===== src/rtl/pmbus_status_params.svh =====
// Purpose: Command codes, bit positions and reset values of the status bank
// Assumes: Included once per compile unit
// Notes: Guarded against double inclusion
`ifndef PMBUS_STATUS_PARAMS_SVH
`define PMBUS_STATUS_PARAMS_SVH

////////////////////////////////////////////////////////////////////////////////
// Command codes
`define CMD_CLEAR_FAULTS 8'h03
`define CMD_UV_WARN_THR 8'h58
`define CMD_SUMMARY_BYTE 8'h78
`define CMD_SUMMARY_WORD 8'h79
`define CMD_INPUT_FLAGS 8'h7c
`define CMD_TEMP_FLAGS 8'h7d
`define CMD_COMM_FLAGS 8'h7e
`define CMD_VENDOR_FLAGS 8'h80

////////////////////////////////////////////////////////////////////////////////
// Threshold limits and reset value
`define UV_THR_RESET 12'h000
`define UV_THR_DISABLED 12'h000
`define UV_THR_MAX 16'h0fff

////////////////////////////////////////////////////////////////////////////////
// Summary byte and word bits
`define SUM_VIN_UV_BIT 3
`define SUM_TEMP_BIT 2
`define SUM_COMM_BIT 1
`define SUM_OTHER_BIT 0
`define WORD_INPUT_BIT 13
`define WORD_VENDOR_BIT 12

////////////////////////////////////////////////////////////////////////////////
// Detailed register bits
`define IN_OV_WARN_BIT 6
`define IN_UV_WARN_BIT 5
`define IN_OC_WARN_BIT 1
`define IN_OP_WARN_BIT 0
`define TEMP_OT_FAULT_BIT 7
`define TEMP_OT_WARN_BIT 6
`define COMM_BAD_CMD_BIT 7
`define COMM_BAD_DATA_BIT 6
`define COMM_PEC_BIT 5
`define COMM_MISC_BIT 1
`define VEND_DEFAULTS_BIT 4
`define VEND_AUX_OV_BIT 1
`define VEND_AUX_UV_BIT 0

////////////////////////////////////////////////////////////////////////////////
// Flag values at reset
`define DEFAULTS_LOADED_RESET 1'b1
`define STARTUP_INPUT_RESET 1'b1

`endif


===== src/rtl/pmbus_status_pkg.sv =====
// Purpose: Types shared by the status bank and its command port
// Assumes: Numbers live in pmbus_status_params.svh
// Notes: Protocol codes name the SMBus transaction carrying a command
package pmbus_status_pkg;

    typedef enum logic [2:0] {
        PROTO_SEND_BYTE = 3'b000,
        PROTO_WRITE_BYTE = 3'b001,
        PROTO_WRITE_WORD = 3'b010,
        PROTO_READ_BYTE = 3'b011,
        PROTO_READ_WORD = 3'b100
    } proto_t;

    typedef struct packed {
        logic [11:0] uv_thr;
        logic vin_low;
        logic in_ov_warn;
        logic in_uv_warn;
        logic in_oc_warn;
        logic in_op_warn;
        logic ot_fault;
        logic ot_warn;
        logic bad_cmd;
        logic bad_data;
        logic pec_fail;
        logic misc_fail;
        logic defaults_loaded;
        logic startup_input;
        logic aux_ov_warn;
        logic aux_uv_warn;
        logic [15:0] rd_data;
        logic rd_valid;
        logic alert;
    } bank_state_t;

endpackage


===== src/rtl/pmbus_status_flag_bank.sv =====
// Purpose: Warning and fault flag bank behind a PMBus command decoder
// Assumes: Protocol engine and limit comparators run on i_clk
// Notes: Latched flags feed the open-drain alert line
//
// What this block does
// - Input below threshold sets undervoltage flags, alert
// - Zero threshold disables compare; resets zero
// - Summary byte bit 3 reports undervoltage
// - Summary bit 2 reports temperature flags
// - Summary bit 1 reports communication fault
// - Summary bit 0 other faults, resets 1
// - Word bit 13 input fault; low byte
// - Word bit 12 vendor flags, resets 1
// - Word input summary bits 13 and 3 read 1 at startup
// - Latched bits clear: condition gone plus clear
// - Input byte bit 6 overvoltage warning
// - Input byte bit 5 undervoltage warning
// - Input bit 1 overcurrent, bit 0 overpower
// - Temperature byte bit 7 overtemperature fault
// - Temperature byte bit 6 overtemperature warning
// - Communication bit 7 invalid command code
// - Communication bit 6 invalid data bytes
// - Communication bit 5 packet check mismatch
// - Communication bit 1 miscellaneous fault
// - Communication bits cleared by clear alone
// - Vendor byte bit 4 defaults loaded
// - Clear command resets flags, releases alert
// - Vendor bit 1 aux over, 0 under
`timescale 1ns/1ps
`include "pmbus_status_params.svh"

module pmbus_status_flag_bank
    import pmbus_status_pkg::*;
(
    input wire logic i_clk,
    input wire logic i_rst_b,
    input wire logic i_cmd_valid,
    input wire logic [7:0] i_cmd_code,
    input wire proto_t i_cmd_proto,
    input wire logic [15:0] i_wr_data,
    input wire logic i_pec_fail,
    input wire logic i_misc_fail,
    input wire logic i_input_voltage_valid,
    input wire logic [11:0] i_input_voltage,
    input wire logic i_input_overvoltage_warning,
    input wire logic i_input_overcurrent_warning,
    input wire logic i_input_overpower_warning,
    input wire logic i_ot_fault,
    input wire logic i_ot_warning,
    input wire logic i_auxiliary_overvoltage_warning,
    input wire logic i_auxiliary_undervoltage_warning,
    output logic [15:0] o_rd_data,
    output logic o_rd_valid,
    output logic o_alert_line_o,
    output logic o_alert_line_oe
);

    bank_state_t state_reg;
    bank_state_t state_next;

    logic clear_cmd;
    logic known_code;
    logic proto_ok;
    logic is_read;
    logic uv_now;
    logic [7:0] input_byte;
    logic [7:0] temp_byte;
    logic [7:0] comm_byte;
    logic [7:0] vendor_byte;
    logic [7:0] summary_byte;
    logic [15:0] summary_word;
    logic any_input;
    logic any_vendor;
    logic [15:0] read_mux;

    ////////////////////////////////////////////////////////////////////////////
    // Command decode

    assign is_read = (i_cmd_proto == PROTO_READ_BYTE) ||
                     (i_cmd_proto == PROTO_READ_WORD);

    always_comb begin
        known_code = 1'b1;
        proto_ok = 1'b0;
        case (i_cmd_code)
            `CMD_CLEAR_FAULTS: begin
                proto_ok = (i_cmd_proto == PROTO_SEND_BYTE);
            end
            `CMD_UV_WARN_THR: begin
                proto_ok = (i_cmd_proto == PROTO_READ_WORD) ||
                           (i_cmd_proto == PROTO_WRITE_WORD);
            end
            `CMD_SUMMARY_WORD: begin
                proto_ok = (i_cmd_proto == PROTO_READ_WORD);
            end
            `CMD_SUMMARY_BYTE,
            `CMD_INPUT_FLAGS,
            `CMD_TEMP_FLAGS,
            `CMD_COMM_FLAGS,
            `CMD_VENDOR_FLAGS: begin
                proto_ok = (i_cmd_proto == PROTO_READ_BYTE);
            end
            default: begin
                known_code = 1'b0;
            end
        endcase
    end

    assign clear_cmd = i_cmd_valid && known_code && proto_ok &&
                       (i_cmd_code == `CMD_CLEAR_FAULTS);

    ////////////////////////////////////////////////////////////////////////////
    // Undervoltage compare

    assign uv_now = (state_reg.uv_thr != `UV_THR_DISABLED) &&
                    (i_input_voltage < state_reg.uv_thr);

    ////////////////////////////////////////////////////////////////////////////
    // Register images

    always_comb begin
        input_byte = 8'h00;
        temp_byte = 8'h00;
        comm_byte = 8'h00;
        vendor_byte = 8'h00;
        input_byte[`IN_OV_WARN_BIT] = state_reg.in_ov_warn;
        input_byte[`IN_UV_WARN_BIT] = state_reg.in_uv_warn;
        input_byte[`IN_OC_WARN_BIT] = state_reg.in_oc_warn;
        input_byte[`IN_OP_WARN_BIT] = state_reg.in_op_warn;
        temp_byte[`TEMP_OT_FAULT_BIT] = state_reg.ot_fault;
        temp_byte[`TEMP_OT_WARN_BIT] = state_reg.ot_warn;
        comm_byte[`COMM_BAD_CMD_BIT] = state_reg.bad_cmd;
        comm_byte[`COMM_BAD_DATA_BIT] = state_reg.bad_data;
        comm_byte[`COMM_PEC_BIT] = state_reg.pec_fail;
        comm_byte[`COMM_MISC_BIT] = state_reg.misc_fail;
        vendor_byte[`VEND_DEFAULTS_BIT] = state_reg.defaults_loaded;
        vendor_byte[`VEND_AUX_OV_BIT] = state_reg.aux_ov_warn;
        vendor_byte[`VEND_AUX_UV_BIT] = state_reg.aux_uv_warn;
    end

    assign any_input = (|input_byte) || state_reg.startup_input;
    assign any_vendor = |vendor_byte;

    always_comb begin
        summary_byte = 8'h00;
        summary_byte[`SUM_VIN_UV_BIT] = state_reg.in_uv_warn;
        summary_byte[`SUM_TEMP_BIT] = |temp_byte;
        summary_byte[`SUM_COMM_BIT] = |comm_byte;
        summary_byte[`SUM_OTHER_BIT] = state_reg.in_ov_warn ||
                                       state_reg.in_oc_warn ||
                                       state_reg.in_op_warn || any_vendor;
    end

    always_comb begin
        summary_word = {8'h00, summary_byte};
        summary_word[`WORD_INPUT_BIT] = any_input;
        summary_word[`WORD_VENDOR_BIT] = any_vendor;
        summary_word[`SUM_VIN_UV_BIT] = state_reg.in_uv_warn ||
                                        state_reg.startup_input;
    end

    always_comb begin
        case (i_cmd_code)
            `CMD_UV_WARN_THR: begin
                read_mux = {4'h0, state_reg.uv_thr};
            end
            `CMD_SUMMARY_BYTE: begin
                read_mux = {8'h00, summary_byte};
            end
            `CMD_SUMMARY_WORD: begin
                read_mux = summary_word;
            end
            `CMD_INPUT_FLAGS: begin
                read_mux = {8'h00, input_byte};
            end
            `CMD_TEMP_FLAGS: begin
                read_mux = {8'h00, temp_byte};
            end
            `CMD_COMM_FLAGS: begin
                read_mux = {8'h00, comm_byte};
            end
            `CMD_VENDOR_FLAGS: begin
                read_mux = {8'h00, vendor_byte};
            end
            default: begin
                read_mux = 16'h0000;
            end
        endcase
    end

    ////////////////////////////////////////////////////////////////////////////
    // Next state

    always_comb begin
        state_next = state_reg;
        state_next.rd_valid = 1'b0;

        if (i_input_voltage_valid) begin
            state_next.vin_low = uv_now;
        end

        if (clear_cmd) begin
            state_next.in_ov_warn = 1'b0;
            state_next.in_uv_warn = 1'b0;
            state_next.in_oc_warn = 1'b0;
            state_next.in_op_warn = 1'b0;
            state_next.ot_fault = 1'b0;
            state_next.ot_warn = 1'b0;
            state_next.aux_ov_warn = 1'b0;
            state_next.aux_uv_warn = 1'b0;
            state_next.defaults_loaded = 1'b0;
            state_next.startup_input = 1'b0;
            state_next.bad_cmd = 1'b0;
            state_next.bad_data = 1'b0;
            state_next.pec_fail = 1'b0;
            state_next.misc_fail = 1'b0;
        end

        if (state_reg.vin_low) begin
            state_next.in_uv_warn = 1'b1;
        end
        if (i_input_overvoltage_warning) begin
            state_next.in_ov_warn = 1'b1;
        end
        if (i_input_overcurrent_warning) begin
            state_next.in_oc_warn = 1'b1;
        end
        if (i_input_overpower_warning) begin
            state_next.in_op_warn = 1'b1;
        end
        if (i_ot_fault) begin
            state_next.ot_fault = 1'b1;
        end
        if (i_ot_warning) begin
            state_next.ot_warn = 1'b1;
        end
        if (i_auxiliary_overvoltage_warning) begin
            state_next.aux_ov_warn = 1'b1;
        end
        if (i_auxiliary_undervoltage_warning) begin
            state_next.aux_uv_warn = 1'b1;
        end

        // Communication events win over a same-cycle clear
        if (i_pec_fail) begin
            state_next.pec_fail = 1'b1;
        end
        if (i_misc_fail) begin
            state_next.misc_fail = 1'b1;
        end

        if (i_cmd_valid) begin
            if (!known_code) begin
                state_next.bad_cmd = 1'b1;
            end else if (!proto_ok) begin
                state_next.bad_data = 1'b1;
            end else if ((i_cmd_code == `CMD_UV_WARN_THR) &&
                         (i_cmd_proto == PROTO_WRITE_WORD)) begin
                // Out-of-range word is refused and flagged
                if (i_wr_data > `UV_THR_MAX) begin
                    state_next.bad_data = 1'b1;
                end else begin
                    state_next.uv_thr = i_wr_data[11:0];
                end
            end
            if (is_read) begin
                state_next.rd_valid = 1'b1;
                state_next.rd_data = (known_code && proto_ok) ? read_mux : 16'h0000;
            end
        end

        state_next.alert = state_next.in_ov_warn || state_next.in_uv_warn ||
                           state_next.in_oc_warn || state_next.in_op_warn ||
                           state_next.ot_fault || state_next.ot_warn ||
                           state_next.bad_cmd || state_next.bad_data ||
                           state_next.pec_fail || state_next.misc_fail ||
                           state_next.aux_ov_warn || state_next.aux_uv_warn;
    end

    ////////////////////////////////////////////////////////////////////////////
    // State register

    always_ff @(posedge i_clk or negedge i_rst_b) begin
        if (!i_rst_b) begin
            state_reg <= '0;
            state_reg.uv_thr <= `UV_THR_RESET;
            state_reg.defaults_loaded <= `DEFAULTS_LOADED_RESET;
            state_reg.startup_input <= `STARTUP_INPUT_RESET;
        end else begin
            state_reg <= state_next;
        end
    end

    ////////////////////////////////////////////////////////////////////////////
    // Outputs

    assign o_rd_data = state_reg.rd_data;
    assign o_rd_valid = state_reg.rd_valid;
    // Open-drain: only ever pulls low
    assign o_alert_line_o = 1'b0;
    assign o_alert_line_oe = state_reg.alert;

endmodule // pmbus_status_flag_bank


===== config.mk =====
export PLATFORM = sky130hd
export DESIGN_NAME = pmbus_status_flag_bank
export DESIGN_NICKNAME = d
export VERILOG_FILES = /design/src/rtl/pmbus_status_pkg.sv /design/src/rtl/pmbus_status_flag_bank.sv
export VERILOG_INCLUDE_DIRS = /design/src /design/src/rtl
export SDC_FILE = /design/constraint.sdc
export NUM_CORES = 1
export LEC_CHECK = 0
export ABC_AREA = 1
export BUFFER_PORTS_ARGS = -buffer_cell sky130_fd_sc_hd__buf_2
export CELL_PAD_IN_SITES_DETAIL_PLACEMENT = 1
export CELL_PAD_IN_SITES_GLOBAL_PLACEMENT = 1
export CORE_ASPECT_RATIO = 1.1
export CORE_UTILIZATION = 40
export CTS_CLUSTER_DIAMETER = 100
export DETAILED_ROUTE_END_ITERATION = 7
export GPL_TIMING_DRIVEN = 0
export PLACE_DENSITY_LB_ADDON = 0.05
export SLEW_MARGIN = 20
export SYNTH_ARGS = -nofsm -noshare
export SYNTH_HDL_FRONTEND = slang
export SYNTH_SLANG_ARGS = --single-unit
export TNS_END_PERCENT = 100

===== constraint.sdc =====
create_clock -name i_clk -period 2.2 [get_ports i_clk]
set_input_delay 0.11 -clock i_clk [delete_from_list [all_inputs] [get_ports i_clk]]
set_output_delay 0.11 -clock i_clk [all_outputs]
set_load 0.02 [all_outputs]

==> PnR_summary.wiki, run 1 <==
{| class="wikitable"
! Metric !! Value
|-
| Top cell type by total area after synthesis || dfrtp_1
|-
| Category of the critical setup timing path || reg -> reg
|-
| Routed wirelength normalized by instance count || 13.6 um
|-
| Setup crit start kind || register
|-
| Number of fill cells || 790
|-
| Status || finished, final reports clean
|-
| Per-cell via count in the routed design || 4.88
|-
| Class of the tightest hold or removal check || in -> reg
|-
| Setup TNS || 0 ns
|-
| Overflow left after global routing || 0
|-
| Largest clock skew in the final design || 0.00867 ns
|-
| Mean Syn Cell Area || 7.94 um^2
|-
| Largest cells by area after synthesis || dfrtp_1 41%, nand2_1 9.0%, inv_1 6.4%
|-
| Most numerous cell types in the synthesized netlist || 60 x nand2_1, 43 x inv_1, 41 x dfrtp_1
|-
| Iteration-0 DRC Markers || 80
|-
| Top-area cell type share of the netlist area || 40.8%
|-
| Die ar. || 6610 um^2
|-
| Clk slew on worst S/H paths || ~0.08 ns
|-
| Via total after detailed routing || 2315
|-
| First-pass GRT wire length || 11100 um
|-
| GRT Resource Usage Total || a little over a fifth
|-
| Max FFs per register || 18
|-
| Die outline height || 85.2 um
|-
| Adder-Cell Fraction of Synth Area || 5.47%
|-
| Leakage component of the power || 1.63 nW
|-
| Maximum number of pins on one net before global-route repair || 43
|-
| Most common cell in the synthesized netlist || nand2_1
|-
| Simple-gate share of the synthesized area || 25.2%
|-
| Capturing element type of the critical path || register
|-
| Number of flops mapped to enable cells by yosys || 0
|-
| Least-Margin Pin Slew || about 0.94 ns
|-
| Port buffer count || 67
|-
| Sequential area share after synthesis || between 40% and 50%
|-
| Proportion of register bits with asynchronous set or reset after synthesis || 100%
|-
| Gpl congestion || 0.867
|-
| Fraction of the cycle the final worst path needs || 66.6%
|-
| Fraction of synthesized area in multiplexers || 0%
|-
| Cell area power density || 469 nW/um^2
|-
| Post-synthesis share of cell area spent on xor and xnor gates || 0%
|-
| Number of sinks on the clock net || 42
|-
| Clock root cell || clkbuf_8
|-
| Required time at the worst-slack endpoint || roughly 2.4 ns
|-
| Final critical-path required period || about 1.5 ns
|-
| Count of pins on the block boundary || just over 70
|-
| Yosys cell types || 40
|-
| Clock latency on the worst-skew pair || 0.29 ns
|-
| Post-Synthesis Cells || 317
|-
| Inserted Diodes || 0
|-
| Longest Clk Path Bufs || 2
|-
| Main combinational cell family by area after synthesis || simple AND/OR/NAND/NOR gates
|-
| Predominant post-synthesis flop cell || dfrtp_1
|-
| Fin nets || 459
|-
| Arrival @ worst endpoint || 1.64 ns
|-
| Post-route DRC || 0
|-
| Worst IR Drop VDD || 0.290 mV
|-
| Total count of max-transition violations in the final report || 0
|-
| Total CTS buffers || 5
|-
| Starting density of the core || a little over two fifths
|-
| Final number of hold-violating endpoints || 0
|-
| CTS tree || built
|-
| Number of H-tree levels || 2
|-
| Area added between synthesis and finish || 22.2%
|-
| Max-cap viol count || 0
|-
| Register bit count reported by yosys || 42
|-
| Core area || 5910 um^2
|-
| Relative slew slack || 37.5%
|-
| Fraction of the mapped netlist area in compound gates || 14.4%
|-
| Post-Layout Inst Area || 3080 um^2
|-
| Row count || 29
|-
| Netlist Area Pre-Place || ~2500 um^2
|-
| Critical-path maximum fanout || 3
|-
| Standard cell area after detailed placement || 2960 um^2
|-
| Total Wirelength || approximately 6500 um
|-
| Vias in the first global route || 2352
|-
| Proportion of layout cells with a drive suffix above 1 || slightly below 30%
|-
| Final setup violation count || 0
|-
| DR pass1 iterations || 4
|-
| Count of antenna-violating nets left after detailed routing || 0
|-
| Post-cts sizing count || 0
|-
| RSZ-0062 raised after global routing || false
|-
| Antenna violations before repair || 0
|-
| Yosys warns || 0
|-
| Achievable Freq || between 600 and 700 MHz
|-
| X dimension of the die || between 70 and 80 um
|-
| Dpl hpwl || 5360 um
|}
[final timing paths]
path / start / cells past startpoint / to / slack [ns]
setup / recovery: state_reg[38] / 7 / state_reg[32] / 0.73
hold / removal: i_ot_fault / 3 / state_reg[27] / 0.003
setup reg to reg: state_reg[38] / 7 / state_reg[32] / 0.73
hold reg to reg: state_reg[20] / 2 / state_reg[20] / 0.46
max in group asynchronous: i_rst_b / 2 / state_reg[38] / 1.12
min in group asynchronous: i_rst_b / 2 / o_rd_data[1] / 0.50
[where the power goes]
group	switching (W)	total (W)	internal [W]
sequential	0.00000736	0.000787	0.000780
combinational	0.0000858	0.000147	0.0000613
clock	0.000251	0.000507	0.000256
total	0.000344	0.00144	0.00110
[cell usage in the layout, fill, tap and decap left out, drive strengths merged, types with 2 or more instances in the layout]
cell type / netlist / routed
o21bai: 2 / 2
dfrtp: 41 / 41
o211ai: 2 / 2
nor4: 6 / 6
o22ai: 2 / 2
a221oi: 2 / 2
a21oi: 30 / 30
nor3: 4 / 4
nor2: 39 / 39
nand3: 13 / 13
buf: 21 / 88
inv: 46 / 46
nand2: 65 / 65
dlygate4sd3: 0 / 3
clkbuf: 0 / 8
ha: 11 / 11
o21ai: 17 / 17
nand4: 6 / 6
conb: 1 / 3
[metrics by stage]
step / std cells / setup slack, ns / total power, W / util, % / hold WS (ns)
floorplan: 319 / 0.922 / 0.000863 / - / -0.186
global placement: 463 / 0.572 / 0.000943 / 50.0 / 0.296
detailed placement: 463 / 0.543 / 0.000947 / 50.0 / 0.303
CTS: 474 / 0.711 / 0.00146 / 52.0 / 0.000921
global route: 474 / 0.577 / 0.00151 / 52.0 / 0.0144
finish: 474 / 0.734 / 0.00144 / 52.0 / 0.00308
[cells by family after synthesis]
| kind of cell | count (synthesis) |
|---|---|
| simple gates | 135 |
| other cells | 1 |
| fa+ha+maj | 11 |
| flops | 42 |
| compound gates | 61 |
| buf+inv | 67 |
[metal layers]
metal	GRT usage [%]	up-vias	routed length (um)
met5	0	-	0
met4	6.69	0	101
met3	3.76	10	254
met2	36.7	51	3100
met1	28.5	1077	3010
li1	-	1177	-
[worst max-delay path, stage by stage, from the launching register on]
cell and delay [ns]:
dfrtp_1 0.42, inv_1 0.08, ha_1 0.30, a21oi_1 0.07, o31ai_1 0.21, a21oi_1 0.10, nand4_1 0.09, o21ai_0 0.08
[timing repair]
item,4_1_cts,5_1_grt
setup buffers,0,0
endpoints found under the hold margin,43,0
hold buffers,3,0
[layout make-up]
type	instances	area [um^2]	area share [%]
multi-input cells	210	1140	37.2
flip-flops and latches	42	1050	34.2
repair buffers	70	365	11.9
inverters	46	173	5.61
plain buffers	21	154	5.00
well taps	77	96.3	3.13
clock buffers	8	90.1	2.93
(Power assumes the default switching activity.)
==> inputs of run 2 (changes only) <==
Settings changed: CORE_UTILIZATION 40 to 38.
Clock period 2.2 ns to 1.5 ns, I/O delays scaled along.
==> run 2 against run 1 <==
Compared with the run above: worst hold slack better by 0.025 ns; sequential power up 46%; via count up 3.2%; clock-buffer cell count down 1; non-clock buffer count up 9; sequential cell count unchanged; total power up 57%; clock power up 72%; largest power group unchanged; worst setup slack worse by 0.67 ns; cell count up 2.5%.
==> PnR_summary.wiki, run 2 (synthesis gave the netlist of run 1 again) <==
{| class="wikitable"
! Metric !! Value
|-
| Critical-path maximum fanout || 3 (unchanged)
|-
| Per-cell via count in the routed design || 4.92 (was 4.88)
|-
| Total count of max-transition violations in the final report || 0 (unchanged)
|-
| Routed wirelength normalized by instance count || 13.9 um (was 13.6 um)
|-
| Fraction of the cycle the final worst path needs || 95.6% (was 66.6%)
|-
| First-pass GRT wire length || 11300 um (was 11100 um)
|-
| Worst stage delay on the critical path || 0.36 ns (was 0.42 ns)
|-
| Final setup violation count || 0 (unchanged)
|-
| Largest clock skew in the final design || 0.00563 ns (was 0.00867 ns)
|-
| Status || finished, final reports clean (unchanged)
|-
| Die ar. || 6950 um^2 (was 6610 um^2)
|-
| Category of the critical setup timing path || reg -> reg (unchanged)
|-
| Cell area power density || 704 nW/um^2 (was 469 nW/um^2)
|-
| Arrival @ worst endpoint || 1.64 ns (about the same)
|-
| Starting density of the core || 40.1% (was 42.5%)
|-
| Post-Layout Inst Area || 3220 um^2 (was 3080 um^2)
|-
| Count of antenna-violating nets left after detailed routing || 0 (unchanged)
|-
| CTS tree || built (unchanged)
|-
| Count of pins on the block boundary || 71 (unchanged)
|-
| Longest Clk Path Bufs || 2 (unchanged)
|-
| Vias in the first global route || 2425 (was 2352)
|-
| GRT Resource Usage Total || 21.1% (was 21.8%)
|-
| Gpl congestion || 0.890 (was 0.867)
|-
| Via total after detailed routing || 2390 (was 2315)
|-
| X dimension of the die || 79.6 um (was 77.6 um)
|-
| Number of sinks on the clock net || 42 (unchanged)
|-
| Setup crit start kind || register (unchanged)
|-
| Inserted Diodes || 0 (unchanged)
|-
| Area occupied by multi-input gates || 1170 um^2 (was 1140 um^2)
|-
| Proportion of layout cells with a drive suffix above 1 || 30.8% (was 29.0%)
|-
| Number of fill cells || 830 (was 790)
|-
| Worst IR Drop VDD || 0.502 mV (was 0.290 mV)
|-
| Setup TNS || 0 ns (unchanged)
|-
| Combined flip-flop and latch cell area || 1050 um^2 (unchanged)
|-
| Class of the tightest hold or removal check || in -> reg (unchanged)
|-
| Most frequent standard cell in the layout excluding fill and tap cells || buf_2 (unchanged)
|-
| Clock root cell || clkbuf_8 (unchanged)
|-
| Maximum number of pins on one net before global-route repair || 43 (unchanged)
|-
| Max FFs per register || 18 (unchanged)
|-
| Capturing element type of the critical path || register (unchanged)
|-
| Port buffer count || 67 (unchanged)
|-
| DR pass1 iterations || 5 (was 4)
|-
| Clock latency on the worst-skew pair || 0.29 ns (about the same)
|-
| CP Cell Sequence || inv_2, ha_1, a21oi_1, o21ai_0, a21oi_1, nand4_1, o21ai_0 (was inv_1, ha_1, a21oi_1, o31ai_1, a21oi_1, nand4_1, o21ai_0)
|-
| Dpl hpwl || 5340 um (was 5360 um)
|-
| Total CTS buffers || 5 (unchanged)
|-
| Total Wirelength || 6780 um (was 6460 um)
|-
| Area added between synthesis and finish || 27.8% (was 22.2%)
|-
| Leading cell types in the layout, fill and taps excluded || 70 x buf_2, 60 x nand2_1, 41 x dfrtp_1 (was 70 x buf_2, 60 x nand2_1, 43 x inv_1)
|-
| Die outline height || 87.3 um (was 85.2 um)
|-
| Leakage component of the power || 1.67 nW (was 1.63 nW)
|-
| Achievable Freq || 697 MHz (was 682 MHz)
|-
| Antenna violations before repair || 0 (unchanged)
|-
| Final critical-path required period || 1.43 ns (was 1.47 ns)
|-
| Clk slew on worst S/H paths || 0.08 ns (about the same)
|-
| Max-cap viol count || 0 (unchanged)
|-
| Number of H-tree levels || 2 (unchanged)
|-
| Final number of hold-violating endpoints || 0 (unchanged)
|-
| Hold slack || 0.0279 ns (was 0.00308 ns)
|-
| Least-Margin Pin Slew || 0.502 ns (was 0.937 ns)
|-
| Fin nets || 468 (was 459)
|-
| Post-route DRC || 0 (unchanged)
|-
| Standard cell area after detailed placement || 2960 um^2 (about the same)
|-
| Relative slew slack || 66.2% (was 37.5%)
|-
| Iteration-0 DRC Markers || 42 (was 80)
|-
| Overflow left after global routing || 0 (unchanged)
|-
| Core area || 6270 um^2 (was 5910 um^2)
|-
| Cell with the largest stage delay on the worst path || dfrtp_1 (unchanged)
|-
| Required time at the worst-slack endpoint || 1.71 ns (was 2.37 ns)
|-
| Row count || 30 (was 29)
|}
[run 2: cell count changes in the layout (fill, tap and decap cells not counted), moves of 2 or more]
cell,delta
dlygate4sd3_1,+6
inv_1,-3
inv_2,+3
a21oi_1,-2
a21oi_2,+2
buf_4,+2
[run 2: path summary, 6_finish.rpt]
kind,slack (ns),end,cells past startpoint,start
worst min register to register,0.46,state_reg[20],2,state_reg[20]
worst max-delay path,0.07,state_reg[32],7,state_reg[44]
worst max register to register,0.07,state_reg[32],7,state_reg[44]
min in group asynchronous,0.18,o_rd_data[5],2,i_rst_b
worst min-delay path,0.03,state_reg[37],3,i_wr_data[4]
max in group asynchronous,0.80,state_reg[20],3,i_rst_b
[run 2: layout make-up]
| type | instances | share of cell area, % |
|---|---|---|
| Buffer | 21 | 4.79 |
| Clock buffer | 7 | 2.37 |
| Clock inverter | 1 | 0.934 |
| Inverter | 46 | 5.37 |
| Multi-Input combinational cell | 210 | 36.4 |
| Sequential cell | 42 | 32.7 |
| Tap cell | 80 | 3.11 |
| Timing Repair Buffer | 79 | 14.3 |
[run 2: repair_timing]
item | CTS | global route
endpoints found under the setup margin | 0 | 1
buffers inserted | 0 | 2
endpoints found under the hold margin | 49 | 0
hold buffers | 9 | 0
gates resized for setup | 0 | 7
[run 2: metrics by stage]
| stage | instances | power (W) | utilization (%) | setup WS [ns] |
|---|---|---|---|---|
| after detailed placement | 466 | 0.00139 | 47.2 | -0.0995 |
| after CTS | 483 | 0.00228 | 50.3 | 0.0563 |
| after global placement | 466 | 0.00138 | 47.2 | -0.0904 |
| after floorplan | 319 | 0.00127 | - | 0.235 |
| final | 486 | 0.00226 | 51.3 | 0.0663 |
| after global routing | 486 | 0.00236 | 51.3 | -0.0507 |
[run 2: worst max-delay path, delay by kind of cell (launching register included)]
family | cells | cell delay (ns)
AO/OA/AOI/OAI | 4 | 0.56
flip-flops | 1 | 0.36
adder cells (fa/ha/maj) | 1 | 0.28
AND/OR/NAND/NOR | 1 | 0.09
buffers and inverters | 1 | 0.05
[run 2: layer usage]
metal,part of all wire (%),wire length [um],vias to the layer above,global-route usage [%]
li1,-,-,1198,-
met3,3.2,216,7,3.66
met2,48,3280,43,35.9
met5,0,0,-,0
met4,1.1,74,0,4.46
met1,47,3200,1142,28.1
[run 2: power by group]
part | switching [W] | leakage (nW) | internal (W)
sequential | 0.0000100 | 0.452 | 0.00114
clock | 0.000374 | 0.0524 | 0.000498
combinational | 0.000130 | 1.17 | 0.000107
total | 0.000514 | 1.67 | 0.00175
